File: config.mk
export PLATFORM = sky130hd
export DESIGN_NAME = fcw_counter
export DESIGN_NICKNAME = d
export VERILOG_FILES = /design/src/core/fcw_sync.v /design/src/core/fcw_counter.v
export VERILOG_INCLUDE_DIRS = /design/src /design/src/core
export SDC_FILE = /design/constraint.sdc
export NUM_CORES = 1
export LEC_CHECK = 0
export BUFFER_PORTS_ARGS = -buffer_cell sky130_fd_sc_hd__buf_4
export CAP_MARGIN = 20
export CORE_MARGIN = 2
export CORE_UTILIZATION = 45
export DETAILED_ROUTE_END_ITERATION = 7
export REMOVE_ABC_BUFFERS = 1
export SLEW_MARGIN = 25
export SYNTH_ARGS = -nofsm -noshare
export SYNTH_HDL_FRONTEND = slang
export SYNTH_SLANG_ARGS = --single-unit
export TNS_END_PERCENT = 100
File: constraint.sdc
create_clock -name clk_sys -period 3.4 [get_ports clk_sys]
set_input_delay 0.51 -clock clk_sys [delete_from_list [all_inputs] [get_ports clk_sys]]
set_output_delay 0.51 -clock clk_sys [all_outputs]
set_load 0.02 [all_outputs]
File: src/core/fcw_defs.vh
/*
 * Constants of the frequency counter window block: register offsets,
 * control field positions, reset values, source codes and limits.
 * Assumes it is included by bare name from the design files.
 */
`ifndef FCW_DEFS_VH
`define FCW_DEFS_VH

// ----------------------------------------------------------------
// Register offsets on the special function register port
// ----------------------------------------------------------------
`define FCW_ADDR_CTRL 8'h9c
`define FCW_ADDR_LEN 8'h9d
`define FCW_ADDR_CNT0 8'h9e
`define FCW_ADDR_CNT1 8'h9f
`define FCW_ADDR_CNT2 8'ha0

// ----------------------------------------------------------------
// Control register fields
// ----------------------------------------------------------------
`define FCW_BIT_DONE 7
`define FCW_BIT_BUSY 6
`define FCW_BIT_DIVSEL 5
`define FCW_MODE_HI 2
`define FCW_MODE_LO 0

// ----------------------------------------------------------------
// Reset values
// ----------------------------------------------------------------
`define FCW_RST_MODE 3'h0
`define FCW_RST_LEN 6'h00
`define FCW_RST_DIVSEL 1'b0

// ----------------------------------------------------------------
// Window source codes
// ----------------------------------------------------------------
`define FCW_SRC_OFF 3'h0
`define FCW_SRC_GPIO 3'h1
`define FCW_SRC_RCOSC 3'h2
`define FCW_SRC_SYSDIV 3'h3
`define FCW_SRC_XO 3'h4
`define FCW_SRC_TMUX 3'h5
`define FCW_SRC_TIMER 3'h6
`define FCW_SRC_PULSE 3'h7

// ----------------------------------------------------------------
// Window length limits
// ----------------------------------------------------------------
`define FCW_LEN_MAX 6'h2b
`define FCW_LEN_BASE 23'h000002
`define FCW_LEN_FORCED 23'h000001

`endif

File: src/core/fcw_sync.v
/*
 * Two-stage synchroniser for a group of asynchronous inputs.
 * Assumes each input is a level from outside the clk_sys domain.
 */
`timescale 1ns/1ps

module fcw_sync #(
    parameter WIDTH = 8
) (
    // Clock and reset
    input wire clk_sys,
    input wire rst,
    // Asynchronous levels in, synchronised levels out
    input wire [WIDTH-1:0] async_in,
    output reg [WIDTH-1:0] sync_out
);

    reg [WIDTH-1:0] meta_r;

    // First stage feeds only the second stage
    always @(posedge clk_sys or posedge rst) begin
        if (rst) begin
            meta_r <= {WIDTH{1'b0}};
            sync_out <= {WIDTH{1'b0}};
        end else begin
            meta_r <= async_in;
            sync_out <= meta_r;
        end
    end

endmodule // fcw_sync

File: src/core/fcw_counter.v
/*
 * Frequency counter window: counts edges of a high-frequency clock
 * during a window of reference clock cycles, or during a GPIO pulse.
 * Assumes all clock sources arrive as asynchronous levels, sampled on
 * clk_sys; a source must toggle slower than a quarter of clk_sys to be
 * seen edge for edge, so fast clocks are expected pre-divided.
 */
`timescale 1ns/1ps
`include "fcw_defs.vh"

// Overview of operation
// - The window lasts (2 + length bit 0) times two to the power of length bits 5..1 reference cycles.
// - A length value above 43 forces the window to exactly one reference cycle.
// - Source code zero switches the counter off and gates its clock so nothing is counted.
// - Source codes 1 to 6 pick GPIO, RC oscillator, divided system clock, crystal, test selector, timer.
// - Source code 7 counts the fast clock from rising to falling edge of a GPIO sensing pulse.
// - Writing one to the active bit with a nonzero source code starts a count, a further one restarts it, and reads show one while busy.
// - The active bit falling sets a level done flag, cleared by software or a new start, and settable by writes.
// - The divider select bit routes the VCO path on zero or the PLL path on one, both idle while off.
// - The counter counts fast clock edges during the window, giving the ratio of fast to reference clock.
module fcw_counter #(
    parameter CNT_W = 24
) (
    // Clock and reset
    input wire clk_sys,
    input wire rst,
    // Special function register port
    input wire [7:0] sfr_addr,
    input wire sfr_wr,
    input wire sfr_rd,
    input wire [7:0] sfr_wdata,
    output reg [7:0] sfr_rdata,
    // Window reference sources, asynchronous
    input wire ref_gpio_clk,
    input wire main_rc_oscillator_clk,
    input wire sys_div_clk,
    input wire crystal_oscillator_clock,
    input wire test_mux_out,
    input wire timer_out,
    input wire pulse_gpio,
    // Counted high-frequency clock, asynchronous
    input wire hf_clk,
    // Analog controls and status
    output reg inductor_vco_path_sel,
    output reg mpll_path_en,
    output reg counter_clock_en,
    output reg count_finished_flag
);

    // ----------------------------------------------------------------
    // State encoding
    // ----------------------------------------------------------------
    localparam ST_IDLE = 3'b001;
    localparam ST_ARM = 3'b010;
    localparam ST_COUNT = 3'b100;

    // ----------------------------------------------------------------
    // Window length function
    // ----------------------------------------------------------------
    // window formula
    function [22:0] win_len;
        input [5:0] len;
        begin
            if (len > `FCW_LEN_MAX)
                win_len = `FCW_LEN_FORCED;
            else
                win_len = (`FCW_LEN_BASE + {22'h000000, len[0]}) << len[5:1];
        end
    endfunction

    // ----------------------------------------------------------------
    // Declarations
    // ----------------------------------------------------------------
    wire [7:0] sync_w;
    reg [7:0] sync_d_r;
    reg [2:0] state_r;
    reg [2:0] state_nxt;
    reg [2:0] mode_r;
    reg divsel_r;
    reg [5:0] len_r;
    reg done_r;
    reg done_nxt;
    reg [22:0] ref_cnt_r;
    reg [22:0] ref_cnt_nxt;
    reg [CNT_W-1:0] hf_cnt_r;
    reg [CNT_W-1:0] hf_cnt_nxt;
    reg ref_lvl;
    reg ref_prev;
    wire wr_ctrl;
    wire wr_len;
    wire start;
    wire busy;
    wire ref_rise;
    wire pulse_rise;
    wire pulse_fall;
    wire hf_rise;
    wire busy_fall;
    wire [CNT_W+7:0] cnt_ext;

    // ----------------------------------------------------------------
    // Input synchronisation
    // ----------------------------------------------------------------
    fcw_sync #(
        .WIDTH(8)
    ) u_sync (
        .clk_sys(clk_sys),
        .rst(rst),
        .async_in({hf_clk, pulse_gpio, timer_out, test_mux_out,
                   crystal_oscillator_clock, sys_div_clk,
                   main_rc_oscillator_clk, ref_gpio_clk}),
        .sync_out(sync_w)
    );

    // Delayed copy of synchronised levels for edge detection
    always @(posedge clk_sys or posedge rst) begin
        if (rst) begin
            sync_d_r <= 8'h00;
        end else begin
            sync_d_r <= sync_w;
        end
    end

    always @* begin
        ref_lvl = 1'b0;
        ref_prev = 1'b0;
        case (mode_r)
            `FCW_SRC_GPIO: begin
                ref_lvl = sync_w[0];
                ref_prev = sync_d_r[0];
            end
            `FCW_SRC_RCOSC: begin
                ref_lvl = sync_w[1];
                ref_prev = sync_d_r[1];
            end
            `FCW_SRC_SYSDIV: begin
                ref_lvl = sync_w[2];
                ref_prev = sync_d_r[2];
            end
            `FCW_SRC_XO: begin
                ref_lvl = sync_w[3];
                ref_prev = sync_d_r[3];
            end
            `FCW_SRC_TMUX: begin
                ref_lvl = sync_w[4];
                ref_prev = sync_d_r[4];
            end
            `FCW_SRC_TIMER: begin
                ref_lvl = sync_w[5];
                ref_prev = sync_d_r[5];
            end
            default: begin
                ref_lvl = 1'b0;
                ref_prev = 1'b0;
            end
        endcase
    end

    // Edge strobes, all from second stage onward
    assign ref_rise = ref_lvl & ~ref_prev;
    assign pulse_rise = sync_w[6] & ~sync_d_r[6];
    assign pulse_fall = ~sync_w[6] & sync_d_r[6];
    assign hf_rise = sync_w[7] & ~sync_d_r[7];

    // ----------------------------------------------------------------
    // Register writes
    // ----------------------------------------------------------------
    assign wr_ctrl = sfr_wr & (sfr_addr == `FCW_ADDR_CTRL);
    assign wr_len = sfr_wr & (sfr_addr == `FCW_ADDR_LEN);
    assign start = wr_ctrl & sfr_wdata[`FCW_BIT_BUSY] & (sfr_wdata[`FCW_MODE_HI:`FCW_MODE_LO] != `FCW_SRC_OFF);
    assign busy = (state_r != ST_IDLE);

    // Mode, divider select and window length storage
    always @(posedge clk_sys or posedge rst) begin
        if (rst) begin
            mode_r <= `FCW_RST_MODE;
            divsel_r <= `FCW_RST_DIVSEL;
            len_r <= `FCW_RST_LEN;
        end else begin
            if (wr_ctrl) begin
                mode_r <= sfr_wdata[`FCW_MODE_HI:`FCW_MODE_LO];
                divsel_r <= sfr_wdata[`FCW_BIT_DIVSEL];
            end
            if (wr_len)
                len_r <= sfr_wdata[5:0];
        end
    end

    // ----------------------------------------------------------------
    // Window sequencer
    // ----------------------------------------------------------------
    // Sequencer waits for a first reference edge so the window spans whole cycles
    always @* begin
        state_nxt = state_r;
        ref_cnt_nxt = ref_cnt_r;
        hf_cnt_nxt = hf_cnt_r;
        case (state_r)
            ST_IDLE: begin
                state_nxt = ST_IDLE;
            end
            ST_ARM: begin
                if (mode_r == `FCW_SRC_PULSE) begin
                    if (pulse_rise)
                        state_nxt = ST_COUNT;
                end else if (ref_rise) begin
                    state_nxt = ST_COUNT;
                    ref_cnt_nxt = 23'h000000;
                end
            end
            ST_COUNT: begin
                if (hf_rise)
                    hf_cnt_nxt = hf_cnt_r + {{(CNT_W-1){1'b0}}, 1'b1};
                if (mode_r == `FCW_SRC_PULSE) begin
                    if (pulse_fall)
                        state_nxt = ST_IDLE;
                end else if (ref_rise) begin
                    ref_cnt_nxt = ref_cnt_r + 23'h000001;
                    if (ref_cnt_nxt == win_len(len_r))
                        state_nxt = ST_IDLE;
                end
            end
            default: begin
                state_nxt = ST_IDLE;
            end
        endcase
        if (start) begin
            state_nxt = ST_ARM;
            ref_cnt_nxt = 23'h000000;
            hf_cnt_nxt = {CNT_W{1'b0}};
        end
        if (mode_r == `FCW_SRC_OFF && !start)
            state_nxt = ST_IDLE;
    end

    assign busy_fall = busy & (state_nxt == ST_IDLE);

    // done flag, hardware set wins over any clear
    always @* begin
        done_nxt = done_r;
        if (wr_ctrl)
            done_nxt = sfr_wdata[`FCW_BIT_DONE] & ~start;
        if (busy_fall)
            done_nxt = 1'b1;
    end

    always @(posedge clk_sys or posedge rst) begin
        if (rst) begin
            state_r <= ST_IDLE;
            ref_cnt_r <= 23'h000000;
            hf_cnt_r <= {CNT_W{1'b0}};
            done_r <= 1'b0;
        end else begin
            state_r <= state_nxt;
            ref_cnt_r <= ref_cnt_nxt;
            hf_cnt_r <= hf_cnt_nxt;
            done_r <= done_nxt;
        end
    end

    // ----------------------------------------------------------------
    // Outputs and read data
    // ----------------------------------------------------------------
    assign cnt_ext = {8'h00, hf_cnt_r};

    // Registered outputs; analog controls idle while off
    always @(posedge clk_sys or posedge rst) begin
        if (rst) begin
            inductor_vco_path_sel <= 1'b0;
            mpll_path_en <= 1'b0;
            counter_clock_en <= 1'b0;
            count_finished_flag <= 1'b0;
            sfr_rdata <= 8'h00;
        end else begin
            inductor_vco_path_sel <= (mode_r != `FCW_SRC_OFF) & ~divsel_r;
            mpll_path_en <= (mode_r != `FCW_SRC_OFF) & divsel_r;
            counter_clock_en <= (mode_r != `FCW_SRC_OFF);
            count_finished_flag <= done_nxt;
            if (sfr_rd) begin
                case (sfr_addr)
                    `FCW_ADDR_CTRL: sfr_rdata <= {done_r, busy, divsel_r, 2'b00, mode_r};
                    `FCW_ADDR_LEN: sfr_rdata <= {2'b00, len_r};
                    `FCW_ADDR_CNT0: sfr_rdata <= cnt_ext[7:0];
                    `FCW_ADDR_CNT1: sfr_rdata <= cnt_ext[15:8];
                    `FCW_ADDR_CNT2: sfr_rdata <= cnt_ext[23:16];
                    default: sfr_rdata <= 8'h00;
                endcase
            end
        end
    end

endmodule // fcw_counter

==> results.toml <==
[logic_synthesis]
synth_top_family_by_area = "simple AND/OR/NAND/NOR gates"
synth_top_cell_by_area = "dfrtp_1"
muxShareOfSynthArea_pct = 4.240
ys_seq_area_share_pct = 42.64
syn_area_um2 = 5637
synth_warnings = 0
synth-compound-area-share_pct = 15.67
yosysUniqueCellTypes = 83
ys_async_sr_fraction_pct = 100.0
synth_area_leaders = "dfrtp_1 (42%), xnor2_1 (4.8%), nor2_1 (3.8%)"
synthXorXnorAreaFrac_pct = 8.324
synthSimpleGateAreaFrac_pct = 23.60
synth_ff_type = "dfrtp_1"
avgSynthCellArea_um2 = 9.652
synth_cells = 584
synth_top_area_share_pct = 42.18
ys_ff_latch = 96
synth_edf_count = 0
synthAdderAreaFrac_pct = 0.4440

[global_route]
grt_pass1_vias = 4290
grt_max_degree = 97
grt.total_usage_pct = 20.71
grt-ovfl-total = 0
antenna_found_initial = 0
grt_pass1_wl_um = 21800

[layout]
fin_nets = 638
final_cell_mix = "dfrtp_1 (95), nor2_1 (57), buf_4 (46)"
fin_area_um2 = 6326
area_growth_pct = 12.23
final_layout_size_suffix_gt1_share_pct = 17.13
n_antenna_cell = 0
final_core_util_pct = 52.23
mostFrequentLayoutCell = "dfrtp_1"
final_cells = 781

[worst_setup_path]
endpoint_kind = "flop"
r2r-start = "len_r[5]"
required_ns = 3.66
path_class = "flop to flop"
crit_path_start_kind = "flop"
crit_fanout = 12
reg2reg_depth = 8
reg2reg_slack_ns = 0.50
critPathArrivalTime_ns = 3.16
r2r_end = "state_r[0]"

[job]
maxCapViolCount = 0

[power]
finalPower_mw = 2.815
p_leak_nw = 2.645
power_density_nw_per_um2 = 445.0
vdd_drop_max_mv = 0.2494

[clock_tree]
clock-root-buffer = "clkbuf_16"
holdBufCountCts = 0
cts.sinks = 96
cts_resized = 0
insertion_delay_ns = 0.35
clkSlewWorstSetupHoldPaths_ns = 0.08
postCtsSetupRepairBufs = 0
cts_buffer_depth = 2
htree_levels = 3
cts_made_buffers = 9
cts_tree = "done"

[floorplanning]
die_y_um = 115.9
ios = 40
dieArea_um2 = 13440
start_util_pct = 46.54
rows = 40
die_x_um = 115.9
coreArea_um2 = 12110

[min_path]
min_from = "crystal_oscillator_clock"
holdPathEnd = "u_sync.meta_r[3]"
hp-class = "input port to flop"
holdPathStages = 1

[detailed_routing]
drc = 0
wl_per_cell_um = 16.59
ant_nets = 0
wl_um = 12960
routed_via_density = 5.635
first_iter_violations = 384
dr.pass1.iters = 5
routed-via-count = 4401

[placed_design]
dpl.cell_count = 765
dpl.hpwl_um = 9339
post_dp_cell_area_um2 = 6003
port_buffers = 39
gp_congestion = 0.8850
pre_cts_ws_ns = 0.5612

[run_status]
status = "finished, final reports clean"

[timing]
max_freq_ghz = 0.3447
maxSlewViolCount = 0
setup_viol = 0
rsz0062_at_grt = "no"
relSlewSlack_pct = 60.52
tns_ns = 0
setup_ws_ns = 0.4986
min_period_ns = 2.901
fin_skew_ns = 0.01053
fin_crit_sh_pct = 85.34
holdWs_ns = 0.2621
worstMarginPinSlew_ns = 0.5868
hold_viol = 0
[report_power, final]
part	internal (mW)	total (mW)	switching, mW
combinational	0.212	0.488	0.276
clock	0.594	1.08	0.489
sequential	1.19	1.24	0.0583
[worst max path at each step]
stage / start / to / slack (ns)
after floorplan: sfr_addr[6] / ref_cnt_r[16] / 0.31
after global placement: len_r[5] / state_r[0] / 0.60
after detailed placement: len_r[5] / state_r[0] / 0.56
after CTS: len_r[5] / state_r[0] / 0.53
after global routing: len_r[5] / state_r[0] / 0.37
final: len_r[5] / state_r[0] / 0.50
[cell families (layout without fill, tap and decap cells)]
kind of cell,count (synthesis),count (layout)
compound gates,127,127
xor+xnor,52,52
fa+ha+maj,2,2
buf+inv,54,83
flops,96,96
mux,21,21
simple gates,232,232
[state kept, by name, summed over array words and instances (netlist names)]
register,count
count_finished_flag,1
counter_clock_en,1
divsel_r,1
hf_cnt_r,24
inductor_vco_path_sel,1
len_r,6
mode_r,3
mpll_path_en,1
ref_cnt_r,23
sfr_rdata,8
state_r,3
sync_d_r,8
u_sync.meta_r,8
u_sync.sync_out,8
[final cells by class]
type / instances / area [um^2]
inverter: 20 / 77.57
clock buffer: 9 / 225.2
tap: 168 / 210.2
sequential: 96 / 2404
clock inverter: 7 / 97.59
fill: 1121 / 5786
multi-input combinational: 434 / 2947
timing repair buffer: 47 / 365.4
[synthesized netlist by cell type, drive strengths merged, types with 12 or more instances]
master / instances
nand2: 37
nor2b: 12
dfrtp: 95
o31ai: 12
mux2: 13
o21ai: 39
buf: 15
nand3: 23
nand4: 16
nand2b: 12
nor3: 12
xnor2: 31
a21oi: 23
nor2: 61
clkbuf: 19
xor2: 20
inv: 20
[worst max-delay path: stages (launching register included)]
cell      delay (ns)
dfrtp_1         0.60
nor2b_1         0.44
a32oi_4         0.22
xnor3_1         0.37
or3_1           0.33
a22oi_2         0.18
and4_1          0.20
nand4_2         0.16
a311oi_2        0.32
[layer usage]
metal / track usage [%] / routed length, um / vias up
met4: 7.143 / 124 / 0
met2: 30.99 / 5901 / 113
met5: 0 / 0 / -
met1: 30.86 / 6406 / 2134
met3: 2.877 / 527 / 10
li1: - / - / 2144
(Power assumes the default switching activity.)
